<file path="src/hdl/cke_pkg.sv">
package cke_pkg;
  // Link-clock counts (memory clock edges)
  localparam int unsigned CKE_MIN_PULSE = 3;
  localparam int unsigned SR_READ_CLOCKS = 200;
  localparam int unsigned PD_EXIT_CLOCKS = 2;
  localparam int unsigned FAST_EXIT_READ_CLOCKS = 2;
  localparam int unsigned SLOW_EXIT_READ_CLOCKS = 6;
  localparam int unsigned MODE_SET_CLOCKS = 2;
  // Register byte offsets
  localparam logic [7:0] REG_CTRL = 8'h00;
  localparam logic [7:0] REG_STATUS = 8'h04;
  localparam logic [7:0] REG_ERR = 8'h08;
  localparam logic [7:0] REG_MODE = 8'h0c;
  localparam logic [7:0] REG_EXT = 8'h10;
  localparam logic [31:0] CTRL_RST = 32'h0000_0001;
  localparam int unsigned STATUS_BANK_LSB = 8;
  // Mode field positions
  localparam int unsigned MODE_BL_LSB = 0;
  localparam int unsigned MODE_CL_LSB = 4;
  localparam int unsigned MODE_WR_LSB = 9;
  localparam int unsigned MODE_SLOW_EXIT_BIT = 12;
  localparam int unsigned EXT_AL_LSB = 3;
  localparam int unsigned EXT_RTT0_BIT = 2;
  localparam int unsigned EXT_RTT1_BIT = 6;
  localparam logic [2:0] BL4_CODE = 3'h2;
  // Error flag positions
  localparam int unsigned ERR_ILLEGAL = 0;
  localparam int unsigned ERR_PULSE = 1;
  localparam int unsigned ERR_BUSY_ENTRY = 2;
  localparam int unsigned ERR_EXIT_TIMING = 3;
  typedef enum logic [1:0] {
    ST_NORMAL, ST_ACT_PD, ST_PRE_PD, ST_SELF_REF
  } power_state_t;
  typedef enum logic [3:0] {
    CMD_DESEL, CMD_NOP, CMD_ACT, CMD_READ, CMD_WRITE,
    CMD_PRE, CMD_REF, CMD_LM, CMD_RSVD
  } cmd_t;
endpackage : cke_pkg

</file>
<file path="src/hdl/cke_if.sv">
`timescale 1ns/1ps
interface link_sample_if;
  logic tick;
  logic cke;
  logic cs_n;
  logic [2:0] rcw_n;
  logic [2:0] bank;
  logic [13:0] addr;
  logic on_die_termination;
  modport src (output tick, cke, cs_n, rcw_n, bank, addr, on_die_termination);
  modport dst (input tick, cke, cs_n, rcw_n, bank, addr, on_die_termination);
endinterface : link_sample_if

interface regs_if;
  logic enable;
  logic [3:0] err_clr;
  logic [3:0] err;
  logic [1:0] state;
  logic [7:0] banks;
  logic [13:0] mode_cfg;
  logic [13:0] ext_cfg;
  modport regs (output enable, err_clr, input err, state, banks, mode_cfg, ext_cfg);
  modport core (input enable, err_clr, output err, state, banks, mode_cfg, ext_cfg);
endinterface : regs_if

</file>
<file path="src/hdl/link_sampler.sv">
`timescale 1ns/1ps
module link_sampler (
  input wire logic sys_clk_in,
  input wire logic reset_in,
  input wire logic ce_in,
  input wire logic [23:0] pins_in,
  link_sample_if.src lk
);
  logic [23:0] s1_q;
  logic [23:0] s2_q;
  logic ck_d_q;

  // Pins are asynchronous to the system clock
  always_ff @(posedge sys_clk_in) begin
    if (reset_in) begin
      s1_q <= '0;
      s2_q <= '0;
      ck_d_q <= 1'b0;
    end else if (ce_in) begin
      s1_q <= pins_in;
      s2_q <= s1_q;
      ck_d_q <= s2_q[23];
    end
  end

  // Sample everything on the memory clock rising edge
  always_ff @(posedge sys_clk_in) begin
    if (reset_in) begin
      lk.tick <= 1'b0;
      lk.cke <= 1'b0;
      lk.cs_n <= 1'b1;
      lk.rcw_n <= 3'h7;
      lk.bank <= '0;
      lk.addr <= '0;
      lk.on_die_termination <= 1'b0;
    end else if (ce_in) begin
      lk.tick <= s2_q[23] & ~ck_d_q;
      if (s2_q[23] & ~ck_d_q) begin
        lk.cke <= s2_q[22];
        lk.cs_n <= s2_q[21];
        lk.rcw_n <= s2_q[20:18];
        lk.bank <= s2_q[17:15];
        lk.addr <= s2_q[14:1];
        lk.on_die_termination <= s2_q[0];
      end
    end
  end

  // A frozen tick may stand while ce_in is low
  property p_tick_pulse;
    @(posedge sys_clk_in) disable iff (reset_in)
    ce_in && lk.tick |=> !(ce_in && lk.tick);
  endproperty
  // one decision per memory clock edge
  a_tick_pulse: assert property (p_tick_pulse)
    else $error("edge tick longer than one cycle");
endmodule : link_sampler

</file>
<file path="src/hdl/wb_regs.sv">
`timescale 1ns/1ps
module wb_regs
  import cke_pkg::*;
(
  input wire logic sys_clk_in,
  input wire logic reset_in,
  input wire logic ce_in,
  input wire logic wb_cyc_in,
  input wire logic wb_stb_in,
  input wire logic wb_we_in,
  input wire logic [7:0] wb_adr_in,
  input wire logic [3:0] wb_sel_in,
  input wire logic [31:0] wb_dat_in,
  output logic [31:0] wb_dat_out,
  output logic wb_ack_out,
  regs_if.regs rg
);
  logic ctrl_q;
  logic req;
  logic wr_now;

  assign req = wb_cyc_in & wb_stb_in;
  // Write lands on the edge at which the master sees ack
  assign wr_now = req & wb_we_in & wb_ack_out & wb_sel_in[0];
  assign rg.enable = ctrl_q;
  assign rg.err_clr = (wr_now && wb_adr_in == REG_ERR) ? wb_dat_in[3:0] : 4'h0;

  always_ff @(posedge sys_clk_in) begin
    if (reset_in) begin
      wb_ack_out <= 1'b0;
    end else if (ce_in) begin
      wb_ack_out <= req & ~wb_ack_out;
    end
  end

  always_ff @(posedge sys_clk_in) begin
    if (reset_in) begin
      ctrl_q <= CTRL_RST[0];
    end else if (ce_in && wr_now && wb_adr_in == REG_CTRL) begin
      ctrl_q <= wb_dat_in[0];
    end
  end

  always_ff @(posedge sys_clk_in) begin
    if (reset_in) begin
      wb_dat_out <= '0;
    end else if (ce_in && req && !wb_ack_out) begin
      unique case (wb_adr_in)
        REG_CTRL: wb_dat_out <= {31'h0, ctrl_q};
        REG_STATUS: wb_dat_out <= {16'h0, rg.banks, 6'h0, rg.state};
        REG_ERR: wb_dat_out <= {28'h0, rg.err};
        REG_MODE: wb_dat_out <= {18'h0, rg.mode_cfg};
        REG_EXT: wb_dat_out <= {18'h0, rg.ext_cfg};
        default: wb_dat_out <= '0;
      endcase
    end
  end

  property p_ack_once;
    @(posedge sys_clk_in) disable iff (reset_in)
    ce_in && wb_ack_out |=> !wb_ack_out;
  endproperty
  a_ack_once: assert property (p_ack_once)
    else $error("ack held two cycles");
endmodule : wb_regs

</file>
<file path="src/hdl/sdram_cke_power_state_control.sv">
`timescale 1ns/1ps
// Summary of operation
// - Each clock edge acts on clock enable now, before, state and command.
// - Unlisted combinations are illegal; device flags them, behaviour undefined.
// - Low-low holds power-down or self refresh, commands ignored.
// - Power-down entry and exit only with NOP or deselect.
// - High-low with NOP: active power-down if a bank open, else precharge.
// - Refresh with high-low enters self refresh, only with all banks idle.
// - No refresh runs during power-down; controller bounds the stay.
// - Termination never affects transitions; unavailable in self refresh.
// - Write with auto precharge: entry one clock after recovery expires.
// - Precharge power-down allowed one clock after refresh.
// - Active power-down allowed one clock after activate.
// - Precharge power-down allowed one clock after precharge.
// - Active exit to read: fast delay if mode bit 12 clear, else slow.
// - Clock align loop frozen in precharge power-down; key buffers stay on (here input_buffers_on_out is low in every state but normal).
module sdram_cke_power_state_control
  import cke_pkg::*;
#(
  parameter int unsigned SR_NONREAD_CLOCKS = 20,
  parameter int unsigned SLOW_EXIT_CLOCKS = SLOW_EXIT_READ_CLOCKS
) (
  input wire logic sys_clk_in,
  input wire logic reset_in,
  input wire logic ce_in,
  input wire logic wb_cyc_in,
  input wire logic wb_stb_in,
  input wire logic wb_we_in,
  input wire logic [7:0] wb_adr_in,
  input wire logic [3:0] wb_sel_in,
  input wire logic [31:0] wb_dat_in,
  output logic [31:0] wb_dat_out,
  output logic wb_ack_out,
  input wire logic mem_clk_in,
  input wire logic clock_gate_in,
  input wire logic chip_sel_n_in,
  input wire logic row_strobe_n_in,
  input wire logic col_strobe_n_in,
  input wire logic write_en_n_in,
  input wire logic [2:0] bank_in,
  input wire logic [13:0] addr_in,
  input wire logic on_die_termination_in,
  output logic [1:0] power_state_out,
  output logic clock_align_frozen_out,
  output logic input_buffers_on_out,
  output logic termination_on_out,
  output logic self_refresh_running_out
);
  link_sample_if lk ();
  regs_if rg ();

  power_state_t state_q;
  logic cke_prev_q;
  logic [1:0] hold_q;
  logic [7:0] banks_q;
  logic [3:0] err_q;
  logic [3:0] err_set;
  logic [13:0] mode_q;
  logic [13:0] ext_q;
  logic [5:0] busy_q;
  logic [7:0] since_exit_q;
  logic [7:0] read_wait_q;
  logic [7:0] nonread_wait_q;
  cmd_t cmd;
  logic step;
  logic nop_like;
  logic go_low;
  logic go_high;
  logic [2:0] cl;
  logic [2:0] al;
  logic [3:0] wr;
  logic [3:0] half_burst;
  logic [5:0] rd_busy;
  logic [5:0] wr_busy;

  link_sampler u_sampler (
    .sys_clk_in(sys_clk_in),
    .reset_in(reset_in),
    .ce_in(ce_in),
    .pins_in({mem_clk_in, clock_gate_in, chip_sel_n_in, row_strobe_n_in,
              col_strobe_n_in, write_en_n_in, bank_in, addr_in,
              on_die_termination_in}),
    .lk(lk.src)
  );

  wb_regs u_regs (
    .sys_clk_in(sys_clk_in),
    .reset_in(reset_in),
    .ce_in(ce_in),
    .wb_cyc_in(wb_cyc_in),
    .wb_stb_in(wb_stb_in),
    .wb_we_in(wb_we_in),
    .wb_adr_in(wb_adr_in),
    .wb_sel_in(wb_sel_in),
    .wb_dat_in(wb_dat_in),
    .wb_dat_out(wb_dat_out),
    .wb_ack_out(wb_ack_out),
    .rg(rg.regs)
  );

  assign rg.err = err_q;
  assign rg.state = state_q;
  assign rg.banks = banks_q;
  assign rg.mode_cfg = mode_q;
  assign rg.ext_cfg = ext_q;

  // Command decode from the registered pins
  always_comb begin
    if (lk.cs_n) begin
      cmd = CMD_DESEL;
    end else begin
      unique case (lk.rcw_n)
        3'h7: cmd = CMD_NOP;
        3'h3: cmd = CMD_ACT;
        3'h5: cmd = CMD_READ;
        3'h4: cmd = CMD_WRITE;
        3'h2: cmd = CMD_PRE;
        3'h1: cmd = CMD_REF;
        3'h0: cmd = CMD_LM;
        default: cmd = CMD_RSVD;
      endcase
    end
  end

  // act only on memory edges while enabled
  assign step = ce_in & lk.tick & rg.enable;
  assign nop_like = (cmd == CMD_NOP) || (cmd == CMD_DESEL);
  assign go_low = cke_prev_q & ~lk.cke;
  assign go_high = ~cke_prev_q & lk.cke;

  // Latencies from the loaded mode words
  assign cl = mode_q[MODE_CL_LSB +: 3];
  assign al = ext_q[EXT_AL_LSB +: 3];
  // recovery field sets auto precharge point
  assign wr = {1'b0, mode_q[MODE_WR_LSB +: 3]} + 4'h1;
  assign half_burst = (mode_q[MODE_BL_LSB +: 3] == BL4_CODE) ? 4'h2 : 4'h4;
  // read busy until the burst completes
  assign rd_busy = 6'({3'h0, cl} + {3'h0, al} + {2'h0, half_burst});
  // write busy through recovery, entry one clock later
  assign wr_busy = 6'({3'h0, cl} + {3'h0, al} + {2'h0, half_burst} + {2'h0, wr});

  always_ff @(posedge sys_clk_in) begin
    if (reset_in) begin
      cke_prev_q <= 1'b0;
    end else if (step) begin
      cke_prev_q <= lk.cke;
    end
  end

  // count registrations of the current level
  always_ff @(posedge sys_clk_in) begin
    if (reset_in) begin
      hold_q <= 2'h3;
    end else if (step) begin
      if (lk.cke != cke_prev_q) begin
        hold_q <= 2'h1;
      end else if (hold_q != 2'h3) begin
        hold_q <= hold_q + 2'h1;
      end
    end
  end

  // Power state machine
  always_ff @(posedge sys_clk_in) begin
    if (reset_in) begin
      state_q <= ST_NORMAL;
    end else if (step) begin
      unique case (state_q)
        ST_NORMAL: begin
          if (go_low && nop_like) begin
            // bank state picks the power-down kind
            state_q <= (banks_q != 8'h0) ? ST_ACT_PD : ST_PRE_PD;
          end else if (go_low && cmd == CMD_REF && banks_q == 8'h0) begin
            // self refresh only from all idle
            state_q <= ST_SELF_REF;
          end
        end
        ST_ACT_PD, ST_PRE_PD, ST_SELF_REF: begin
          // low-low holds; commands not looked at
          // raising edge leaves the low-power state
          if (go_high) begin
            state_q <= ST_NORMAL;
          end
        end
      endcase
    end
  end

  always_ff @(posedge sys_clk_in) begin
    if (reset_in) begin
      banks_q <= 8'h0;
    end else if (step && state_q == ST_NORMAL && cke_prev_q && lk.cke) begin
      unique case (cmd)
        CMD_ACT: banks_q[lk.bank] <= 1'b1;
        CMD_PRE: begin
          if (lk.addr[10]) begin
            banks_q <= 8'h0;
          end else begin
            banks_q[lk.bank] <= 1'b0;
          end
        end
        // Auto precharge closes the row at issue; entry kind stays right
        CMD_READ, CMD_WRITE: begin
          if (lk.addr[10]) begin
            banks_q[lk.bank] <= 1'b0;
          end
        end
        default: banks_q <= banks_q;
      endcase
    end
  end

  // Mode loads and access busy tracking
  always_ff @(posedge sys_clk_in) begin
    if (reset_in) begin
      mode_q <= '0;
      ext_q <= '0;
      busy_q <= '0;
    end else if (step) begin
      if (state_q == ST_NORMAL && cke_prev_q && lk.cke && cmd == CMD_LM) begin
        if (lk.bank == 3'h0) begin
          mode_q <= lk.addr;
        end else if (lk.bank == 3'h1) begin
          ext_q <= lk.addr;
        end
        // entry blocked until mode set delay
        busy_q <= 6'(MODE_SET_CLOCKS);
      end else if (state_q == ST_NORMAL && cke_prev_q && lk.cke
                   && cmd == CMD_READ) begin
        busy_q <= rd_busy;
      end else if (state_q == ST_NORMAL && cke_prev_q && lk.cke
                   && cmd == CMD_WRITE) begin
        busy_q <= wr_busy;
      end else if (busy_q != 6'h0) begin
        // refresh, activate, precharge set no busy
        busy_q <= busy_q - 6'h1;
      end
    end
  end

  // Exit windows measured in memory clocks
  always_ff @(posedge sys_clk_in) begin
    if (reset_in) begin
      since_exit_q <= 8'hff;
      read_wait_q <= '0;
      nonread_wait_q <= '0;
    end else if (step) begin
      if (state_q != ST_NORMAL && go_high) begin
        since_exit_q <= 8'h0;
        if (state_q == ST_SELF_REF) begin
          read_wait_q <= 8'(SR_READ_CLOCKS);
          nonread_wait_q <= 8'(SR_NONREAD_CLOCKS);
        end else begin
          nonread_wait_q <= 8'(PD_EXIT_CLOCKS);
          if (state_q == ST_ACT_PD && !mode_q[MODE_SLOW_EXIT_BIT]) begin
            read_wait_q <= 8'(FAST_EXIT_READ_CLOCKS);
          end else if (state_q == ST_ACT_PD) begin
            read_wait_q <= 8'(SLOW_EXIT_CLOCKS) - {5'h0, al};
          end else begin
            read_wait_q <= 8'(PD_EXIT_CLOCKS);
          end
        end
      end else if (since_exit_q != 8'hff) begin
        since_exit_q <= since_exit_q + 8'h1;
      end
    end
  end

  // Error sources, each a misuse by the controller
  always_comb begin
    err_set = 4'h0;
    if (step) begin
      if (lk.cke != cke_prev_q && hold_q < 2'(CKE_MIN_PULSE)) begin
        err_set[ERR_PULSE] = 1'b1;
      end
      if (state_q == ST_NORMAL && go_low) begin
        // entry only with NOP or deselect
        // refresh entry with an open bank
        if (!nop_like && !(cmd == CMD_REF && banks_q == 8'h0)) begin
          err_set[ERR_ILLEGAL] = 1'b1;
        end
        if (busy_q != 6'h0) begin
          err_set[ERR_BUSY_ENTRY] = 1'b1;
        end
      end
      if (state_q != ST_NORMAL && go_high && !nop_like) begin
        err_set[ERR_ILLEGAL] = 1'b1;
      end
      if (state_q == ST_NORMAL && cke_prev_q && lk.cke) begin
        if (cmd == CMD_RSVD) begin
          err_set[ERR_ILLEGAL] = 1'b1;
        end
        if (cmd == CMD_READ && since_exit_q < read_wait_q) begin
          err_set[ERR_EXIT_TIMING] = 1'b1;
        end
        if (!nop_like && cmd != CMD_READ && since_exit_q < nonread_wait_q) begin
          err_set[ERR_EXIT_TIMING] = 1'b1;
        end
      end
    end
  end

  // Set wins over a same-cycle clear
  always_ff @(posedge sys_clk_in) begin
    if (reset_in) begin
      err_q <= 4'h0;
    end else if (ce_in) begin
      err_q <= (err_q & ~rg.err_clr) | err_set;
    end
  end

  always_ff @(posedge sys_clk_in) begin
    if (reset_in) begin
      power_state_out <= ST_NORMAL;
      clock_align_frozen_out <= 1'b0;
      input_buffers_on_out <= 1'b1;
      termination_on_out <= 1'b0;
      self_refresh_running_out <= 1'b0;
    end else if (ce_in) begin
      power_state_out <= state_q;
      // loop frozen only in precharge power-down
      clock_align_frozen_out <= (state_q == ST_PRE_PD);
      // Input buffers are on only in the normal state and off in every power-down and self refresh state
      input_buffers_on_out <= (state_q == ST_NORMAL);
      // termination never steers state; off in self refresh
      termination_on_out <= lk.on_die_termination && (state_q != ST_SELF_REF)
                            && (ext_q[EXT_RTT0_BIT] || ext_q[EXT_RTT1_BIT]);
      // internal refresh only in self refresh
      self_refresh_running_out <= (state_q == ST_SELF_REF);
    end
  end

  property p_sr_entry;
    @(posedge sys_clk_in) disable iff (reset_in)
    step && state_q == ST_NORMAL && go_low && cmd == CMD_REF && banks_q == 8'h0
    |=> state_q == ST_SELF_REF ##2 self_refresh_running_out;
  endproperty
  a_sr_entry: assert property (p_sr_entry)
    else $error("self refresh not entered");

  property p_pd_kind;
    @(posedge sys_clk_in) disable iff (reset_in)
    step && state_q == ST_NORMAL && go_low && nop_like
    |=> state_q == ((banks_q != 8'h0) ? ST_ACT_PD : ST_PRE_PD);
  endproperty
  a_pd_kind: assert property (p_pd_kind)
    else $error("wrong power-down kind");

  property p_low_hold;
    @(posedge sys_clk_in) disable iff (reset_in)
    step && state_q != ST_NORMAL && !cke_prev_q && !lk.cke
    |=> $stable(state_q) && $stable(banks_q);
  endproperty
  a_low_hold: assert property (p_low_hold)
    else $error("state moved while clock enable low");

  property p_exit_cmd;
    @(posedge sys_clk_in) disable iff (reset_in)
    step && state_q != ST_NORMAL && go_high && !nop_like
    |=> err_q[ERR_ILLEGAL];
  endproperty
  a_exit_cmd: assert property (p_exit_cmd)
    else $error("bad exit command not flagged");

  property p_pulse;
    @(posedge sys_clk_in) disable iff (reset_in)
    step && lk.cke != cke_prev_q && hold_q == 2'h1 |=> err_q[ERR_PULSE];
  endproperty
  a_pulse: assert property (p_pulse)
    else $error("short clock enable pulse not flagged");

  property p_sr_no_term;
    @(posedge sys_clk_in) disable iff (reset_in)
    ce_in && state_q == ST_SELF_REF |=> !termination_on_out;
  endproperty
  a_sr_no_term: assert property (p_sr_no_term)
    else $error("termination on in self refresh");

  property p_frozen;
    @(posedge sys_clk_in) disable iff (reset_in)
    ce_in && $rose(state_q == ST_PRE_PD) |-> ##1 clock_align_frozen_out;
  endproperty
  a_frozen: assert property (p_frozen)
    else $error("loop not frozen in precharge power-down");

  property p_sticky;
    @(posedge sys_clk_in) disable iff (reset_in)
    ce_in && err_q[ERR_ILLEGAL] && !rg.err_clr[ERR_ILLEGAL]
    |=> err_q[ERR_ILLEGAL];
  endproperty
  a_sticky: assert property (p_sticky)
    else $error("error flag lost");

  property p_sr_read_wait;
    @(posedge sys_clk_in) disable iff (reset_in)
    step && state_q == ST_SELF_REF && go_high
    |=> read_wait_q == 8'd200 && since_exit_q == 8'h0;
  endproperty
  a_sr_read_wait: assert property (p_sr_read_wait)
    else $error("self refresh read window wrong");

  property p_no_busy_cmds;
    @(posedge sys_clk_in) disable iff (reset_in)
    step && state_q == ST_NORMAL && cke_prev_q && lk.cke && busy_q == 6'h0
    && (cmd == CMD_ACT || cmd == CMD_PRE || cmd == CMD_REF)
    |=> busy_q == 6'h0;
  endproperty
  a_no_busy_cmds: assert property (p_no_busy_cmds)
    else $error("row command blocked power-down entry");
endmodule : sdram_cke_power_state_control

</file>
<file path="config.mk">
export PLATFORM = sky130hd
export DESIGN_NAME = sdram_cke_power_state_control
export DESIGN_NICKNAME = d
export VERILOG_FILES = /design/src/hdl/cke_pkg.sv /design/src/hdl/cke_if.sv /design/src/hdl/link_sampler.sv /design/src/hdl/wb_regs.sv /design/src/hdl/sdram_cke_power_state_control.sv
export SDC_FILE = /design/constraint.sdc
export NUM_CORES = 1
export LEC_CHECK = 0
export ABC_CLOCK_PERIOD_IN_PS = 3710
export BUFFER_PORTS_ARGS = -buffer_cell sky130_fd_sc_hd__buf_2
export CAP_MARGIN = 20
export CORE_UTILIZATION = 51
export DETAILED_ROUTE_END_ITERATION = 7
export PLACE_DENSITY_LB_ADDON = 0.12
export SLEW_MARGIN = 20
export SYNTH_ARGS = -nofsm -noshare
export SYNTH_HDL_FRONTEND = slang
export SYNTH_SLANG_ARGS = --single-unit
</file>
<file path="constraint.sdc">
create_clock -name sys_clk_in -period 3.71 [get_ports sys_clk_in]
set_input_delay 0.371 -clock sys_clk_in [delete_from_list [all_inputs] [get_ports sys_clk_in]]
set_output_delay 0.371 -clock sys_clk_in [all_outputs]
set_load 0.02 [all_outputs]
</file>
==> impl.org, run 1 <==
** Outcome
- Run status :: finished, final reports clean

** Timing
- In the post-route analysis, the smallest setup slack over all paths is 113 ps.
- Setup violations remaining at the end of the flow were counted as 0.
- Timing-limited maximum frequency :: 0.278 GHz
- The worst pin sits at a relative slew slack of 0.370.
- Crit path time final :: 3600 ps
- Final number of max-transition violations :: 0
- For the final database, setup skew stands at 9.76 ps.
- Worst slew pin tran :: 942 ps
- Summed over all failing endpoints, the final setup total negative slack is 0 ps.
- Final clock period utilization by the worst path :: 0.969
- Final-report hold violation count :: 0

** Placement
- The congestion estimate from routability-driven global placement came to 0.901.
- Port buffering added 65 buffers.
- Once detailed placement completed, the half-perimeter wirelength came to 12.3 mm.
- Placement Setup Slack :: 111 ps

** Logic synthesis
- After synthesis the netlist holds a flip-flop and latch count of 163.
- The cell area that synthesis handed to floorplanning was 0.00742 mm².
- Among all flip-flop cells after synthesis, the most frequent one is dfxtp_1.
- Number of enable-type register cells in the synthesized netlist :: 0
- For this run, the register share of the synthesized area comes to 0.440.
- Of the total synthesized cell area, the portion taken by XOR and XNOR cells is 0.0118.
- Synthesized-area fraction occupied by adder cells :: 0.0479
- Area fraction in and, or, nand and nor cells after synthesis :: 0.207
- Counting every instance in the synthesized netlist gives 861.
- Average cell area after synthesis :: 8.62 µm²
- Compound-Gate Fraction of Synth Area :: 0.142
- Yosys mapped the design onto 66 distinct sky130hd cell types.
- Yosys warning total :: 0
- Share of synthesized registers carrying an async set or reset :: 0
- Multiplexer area fraction after synthesis :: 0.0975
- Largest family of logic cells by synthesized area :: simple AND/OR/NAND/NOR gates

** CTS
- Maximum clock path buffer count :: 2
- For the worst-skew pair, the clock arrives at the later sink with an insertion delay of 430 ps.
- Sink Count :: 163
- TritonCTS clock tree :: done
- The number of gates resized after CTS was 0.
- Post-CTS Setup Inserts :: 0
- In this run, post-CTS hold repair placed 0 buffers.
- CTS buffer count :: 17
- CTS root buffer :: clkbuf_16
- Clock H-tree levels :: 4
- Clock-pin slew was measured on the worst setup and hold paths at 60 ps.

** Routing
- The first detailed-routing pass ran for 5 iterations.
- Ratio of routed vias to standard cells :: 5.62
- Wire length reported by the detailed router :: 17.7 mm
- For this block, the via count after detailed routing is 6138.
- Number of nets still failing antenna checks after routing :: 0
- Average detailed-routed wire length per instance :: 16.2 µm
- # DRC :: 0
- Initial DRC count :: 444

** Floorplanning
- Core region area :: 0.0140 mm²
- For this configuration, the core starts out at a cell density of 0.528.
- Measured along the x axis, the die boundary spans 123 µm.
- Cell Rows :: 43
- Number of I/O pins :: 113
- The floorplan step defined a die boundary enclosing 0.0150 mm².
- Height of the chip :: 123 µm

** Run
- Across the run, the number of max-cap violations was 0.

** Power
- PwrDens :: 450 mW/mm²
- Summed over all cells, the static leakage comes to 3.46 nW.
- IR analysis of the VDD net gives a maximum drop of 0.343 mV.

** Critical path
- Worst Setup Start Kind :: register
- For the worst setup path, the data arrival time is 3940 ps.
- Category of the most critical setup path :: reg2reg
- The worst setup path is captured at a register.
- For the worst setup path, the data required time is 4050 ps.
- Crit Path Max Fanout :: 3

** Global route
- Final global-route overflow total :: 0
- Number of antenna violations at the first check in global routing :: 0
- The number of global-route vias before repair is 5684.
- Tot GR Track Use :: 0.247
- Maximum number of pins on one net before global-route repair :: 77
- Global-route wire length before repair :: 28.4 mm

** Cells and area
- The layout has 1260 filler cells.
- Nets :: 999
- Layout Area Growth over Synthesis :: 13.1%
- Antenna diodes :: 0
- Proportion of layout cells with a drive suffix above 1 :: 0.135

** Worst hold path
- Worst hold path type :: in2reg
cells by family (layout without fill, tap and decap cells):
family,Yosys count,after routing
compound gates,169,169
xor+xnor,10,10
fa+ha+maj,26,26
buf+inv,87,123
flops,163,163
mux,72,72
other cells,1,16
simple gates,333,333
cells in the final DEF, fill, tap and decap left out, drive strengths merged, types with 4 or more instances in the layout:
master and instances:
dfxtp 163, nand2 123, nor2 105, buf 73
mux2i 70, a21oi 67, o21ai 34, nand3 24
ha 22, inv 22, clkbuf 19, nor3 17
conb 16, a22oi 12, nand2b 11, a31oi 10
nor4 10, o211ai 8, nor2b 7, xnor2 7
a211oi 7, nand4 6, nor3b 6, and3 5
or3 4, a22o 4, o41ai 4, fa 4
cell usage after synthesis, drive strengths merged (3+ instances only):
cell	n	share of area
nor3	17	0.011
xor2	3	0.0035
clkbuf	39	0.020
a22o	4	0.0047
a211oi	7	0.0078
nor4	10	0.010
nand3	24	0.017
a21o	3	0.0030
xnor2	7	0.0083
nor3b	6	0.0067
and3	5	0.0042
dfxtp	163	0.44
nand2	123	0.062
or2	3	0.0025
nor2	105	0.054
nand2b	11	0.0093
nand4	6	0.0051
o21ai	34	0.023
o211ai	8	0.0081
a31oi	10	0.0084
o41ai	4	0.0047
and2	3	0.0025
mux2i	70	0.094
ha	22	0.037
nor2b	7	0.0059
or3	4	0.0034
fa	4	0.011
a21oi	67	0.045
a22oi	12	0.012
buf	30	0.025
inv	18	0.0091
report_power, final:
part           total (mW)  switching, mW  leakage [nW]  internal [mW]
sequential           1.80         0.0193          1.32           1.78
combinational       0.164          0.105          1.85         0.0592
clock                1.81          0.725         0.292           1.09
worst paths after layout:
kind | from | to | slack (ps) | cells after the start
min reg2reg | u_regs.wb_dat_out[15]$_SDFFE_PP0P_ | u_regs.wb_dat_out[15]$_SDFFE_PP0P_ | 450 | 2
min | addr_in[13] | u_sampler.s1_q[14]$_SDFFE_PP0P_ | 180 | 3
max reg2reg | mode_q[1]$_SDFFE_PP0P_ | busy_q[5]$_SDFFE_PP0P_ | 110 | 11
max | mode_q[1]$_SDFFE_PP0P_ | busy_q[5]$_SDFFE_PP0P_ | 110 | 11
metal layers:
metal,vias to the layer above,part of all wire,global-route usage
met2,182,0.45,0.381
li1,3049,-,-
met4,0,0.023,0.111
met5,-,0,0
met1,2878,0.49,0.337
met3,29,0.043,0.0441
metrics by stage:
stage                     cells  area (µm²)   util  hold slack [ps]  power, mW
after floorplan             876        7480      -              431       1.96
after global placement     1060        7760  0.552              433       1.99
after detailed placement   1060        7760  0.552              443       2.00
after CTS                  1092        8370  0.596              164       3.82
after global routing       1092        8390  0.598              175       3.90
final                      1092        8390  0.598              177       3.77
cell type report:
cell class / count / area (µm²) / area share
tap: 180 / 225 / 0.0268
inverter: 18 / 67.6 / 0.00805
clock buffer: 19 / 443 / 0.0528
clock inverter: 13 / 173 / 0.0206
multi-input combinational: 626 / 3830 / 0.456
timing repair buffer: 73 / 390 / 0.0465
sequential: 163 / 3260 / 0.389
sequential cells by signal, summed over array words and instances (netlist names), 3 cells and up:
register and count:
u_sampler.s1_q 24, u_sampler.s2_q 24, u_regs.wb_dat_out 16, ext_q 14
mode_q 14, u_sampler.lk.addr 14, banks_q 8, since_exit_q 8
busy_q 6, read_wait_q 5, err_q 4, u_sampler.lk.bank 3
u_sampler.lk.rcw_n 3
critical path: stages, from the launching register on:
cell and delay [ps]:
dfxtp_1 340, or3b_2 480, inv_1 90, fa_1 420, ha_1 240, fa_1 510
ha_4 310, nor2_1 50, a211oi_2 200, or4b_1 460, a32o_1 220, a211oi_2 190
(Power assumes the default switching activity.)
==> run 2: changes to the inputs <==
--- a/config.mk
+++ b/config.mk
@@ -8,7 +8,7 @@
 export ABC_CLOCK_PERIOD_IN_PS = 3710
 export BUFFER_PORTS_ARGS = -buffer_cell sky130_fd_sc_hd__buf_2
 export CAP_MARGIN = 20
-export CORE_UTILIZATION = 51
+export CORE_UTILIZATION = 41
 export DETAILED_ROUTE_END_ITERATION = 7
 export PLACE_DENSITY_LB_ADDON = 0.12
 export SLEW_MARGIN = 20
==> impl.org, run 2 (synthesis results as in run 1) <==
** Timing
- The count of final max-slew check failures was 0 (unchanged).
- Final Skew :: 11.4 ps (+1.64 ps)
- The final count of hold timing violations came to 0 (unchanged).
- The aggregate negative setup slack is 0 ps (unchanged).
- The clock period minus final worst setup slack came to 3600 ps (-1.55 ps).
- The slew at the pin closest to its max-slew limit is 1050 ps (+112 ps).
- Final setup fails :: 0 (unchanged)
- Setup repair after global routing left no endpoint under its margin.
- Final clock period utilization by the worst path :: 0.969 (about the same)
- Timing-limited maximum frequency :: 0.278 GHz (about the same)
- The tightest slew margin relative to the limit was 0.297 (-0.0736).

** Global route
- The initial antenna violation count was 0 (unchanged).
- The total routing usage reported by global routing was 0.203 (-0.0445).
- The number of global-route vias before repair is 5432 (-4.4%).
- The first-pass GRT wire length was 28.8 mm (+1.3%).
- The total congestion overflow was 0 (unchanged).
- Maximum number of pins on one net before global-route repair :: 73 (-5.2%)

** Power
- The total power after layout was 3.75 mW (-0.52%).
- The total power divided by cell area was 444 mW/mm² (-1.2%).
- Max IR drop VDD :: 0.312 mV (-9.1%)
- Leak pwr :: 3.46 nW (about the same)

** Cells and area
- The area used by multi-input combinational logic came to 0.00383 mm² (+0.16%).
- Nets :: 1000 (+0.10%)
- Biggest registers after layout :: u_sampler.s1_q x24, u_sampler.s2_q x24, u_regs.wb_dat_out x16
- Layout Area Growth over Synthesis :: 13.9%
- Most used cells in the layout excluding fill and tap cells :: dfxtp_1, nand2_1, nor2_1
- Most common cell after layout, fill and taps aside :: dfxtp_1
- Fillers :: 1751 (+39%)
- The storage element area was 0.00326 mm² (about the same).
- The count of inserted antenna diode cells is 0 (unchanged).
- Proportion of layout cells with a drive suffix above 1 :: 0.140 (+0.00533)

** CTS
- CTS clk-pin slew, worst paths :: 70 ps (about the same)
- Cts hold-fix bufs :: 0 (unchanged)
- The deepest clock path buffer count came to 2 (unchanged).
- Sink Count :: 163 (unchanged)
- CTS root buffer :: clkbuf_16
- The number of resized instances in the post-cts repair step was 0 (unchanged).
- The setup fix buffers added after clock tree synthesis was 0 (unchanged).
- TritonCTS clock tree :: done
- The count of H-tree levels built during CTS is 4 (unchanged).
- Insertion delay of the later-clocked pin in the worst-skew pair :: 430 ps (about the same)
- CTS buffer count :: 17 (unchanged)

** Run
- Number of violations of the max-capacitance limit :: 0 (unchanged)

** Routing
- The average wire per standard cell was 15.8 µm (-2.4%).
- Number of iterations in the first detailed-routing pass :: 5 (unchanged)
- Overall via count from detail_route :: 5992 (-2.4%)
- Initial DRC count :: 432 (-2.7%)
- The residual antenna-violating net count after detailed routing is 0 (unchanged).
- The number of vias per cell after detailed routing came to 5.27 (-6.3%).
- # DRC :: 0 (unchanged)
- The overall routed net length was 18.0 mm (+1.7%).

** Floorplanning
- The overall die width came to 137 µm (+11%).
- DIE AREA :: 0.0186 mm² (+24%)
- Height of the chip :: 137 µm (+11%)
- The floorplan core area came to 0.0175 mm² (+24%).
- The initial core utilization is 0.425 (-0.104).
- Number of I/O pins :: 113 (unchanged)
- Cell Rows :: 48 (+12%)

** Critical path
- Worst path required time :: 4050 ps (about the same)
- The depth of the worst register-to-register path came to 11 (unchanged).
- Critical register-to-register path endpoint :: busy_q[5]$_SDFFE_PP0P_
- Data arrival time at the worst-slack endpoint :: 3930 ps (about the same)
- The largest fanout on the critical path came to 3 (unchanged).
- Launch instance of the worst register-to-register path :: mode_q[0]$_SDFFE_PP0P_
- Category of the most critical setup path :: reg2reg
- R2r setup slk :: 110 ps (about the same)
- Worst Setup Start Kind :: register
- Type of element capturing the critical path :: register

** Placement
- Weighted congestion reported at the end of routability-driven placement :: 0.848 (-5.9%)
- The post-DP HPWL is 12.6 mm (+1.9%).
- The count of buffers from port buffering is 65 (unchanged).

** Worst hold path
- The path with the worst hold slack has its endpoint at u_regs.wb_ack_out$_SDFFE_PP0P_.
- In this run the most critical hold path is launched from reset_in.
- The hold-critical path depth was 2 (-1).
- The worst hold path belongs to the class in2reg.

** Outcome
- The run finished with clean final reports.
==> run 2: changes by cell type in the layout (fill, tap and decap cells not counted), sizes merged <==
cell    delta
bufinv     -1
inv        +3
clkbuf     -1
clkinv     -1
buf        +1
==> run 2: per-stage QoR <==
stage | utilization | hold WS, ps | area (µm²) | cells | setup WS [ps]
after floorplan | - | 431 | 7480 | 876 | 204
after global placement | 0.448 | 433 | 7820 | 1106 | 108
after detailed placement | 0.448 | 442 | 7820 | 1106 | 56.0
after CTS | 0.482 | 142 | 8420 | 1138 | 30.3
after global routing | 0.483 | 151 | 8450 | 1138 | 7.55
final | 0.483 | 161 | 8450 | 1138 | 115
==> run 2: critical path, cell delays in order, from the launching register on <==
cell,delay [ps]
dfxtp_1,320
or3b_2,490
inv_1,80
fa_1,420
ha_2,210
fa_1,520
ha_4,310
nor2_1,40
a211oi_2,210
or4b_4,480
a32o_1,220
a211oi_2,200
==> run 2: worst max-delay path by stage <==
stage / start / end / cells after the start
floorplan: mode_q[1]$_SDFFE_PP0P_ / busy_q[5]$_SDFFE_PP0P_ / 11
global placement: mode_q[1]$_SDFFE_PP0P_ / busy_q[5]$_SDFFE_PP0P_ / 11
detailed placement: mode_q[1]$_SDFFE_PP0P_ / busy_q[5]$_SDFFE_PP0P_ / 11
CTS: mode_q[1]$_SDFFE_PP0P_ / busy_q[5]$_SDFFE_PP0P_ / 11
global route: mode_q[0]$_SDFFE_PP0P_ / busy_q[5]$_SDFFE_PP0P_ / 11
finish: mode_q[0]$_SDFFE_PP0P_ / busy_q[5]$_SDFFE_PP0P_ / 11
==> run 2: routing by layer <==
metal / share of wire / wire [µm] / up-vias / global-route usage
met2: 0.43 / 7830 / 152 / 0.306
li1: - / - / 3059 / -
met5: 0 / 0 / - / 0
met3: 0.044 / 791 / 12 / 0.0419
met4: 0.0094 / 170 / 0 / 0.0593
met1: 0.51 / 9230 / 2769 / 0.289
==> run 2: final cells by class <==
type	instances	area share
Timing Repair Buffer	74	0.0471
Inverter	18	0.00800
Sequential cell	163	0.386
Tap cell	225	0.0333
Multi-Input combinational cell	626	0.454
Clock buffer	18	0.0520
Clock inverter	14	0.0193
==> run 2: power by group <==
group / total (mW) / internal [mW] / switching, mW / leakage, nW
Sequential: 1.80 / 1.78 / 0.0190 / 1.32
Combinational: 0.164 / 0.0584 / 0.105 / 1.85
Clock: 1.79 / 1.03 / 0.766 / 0.288
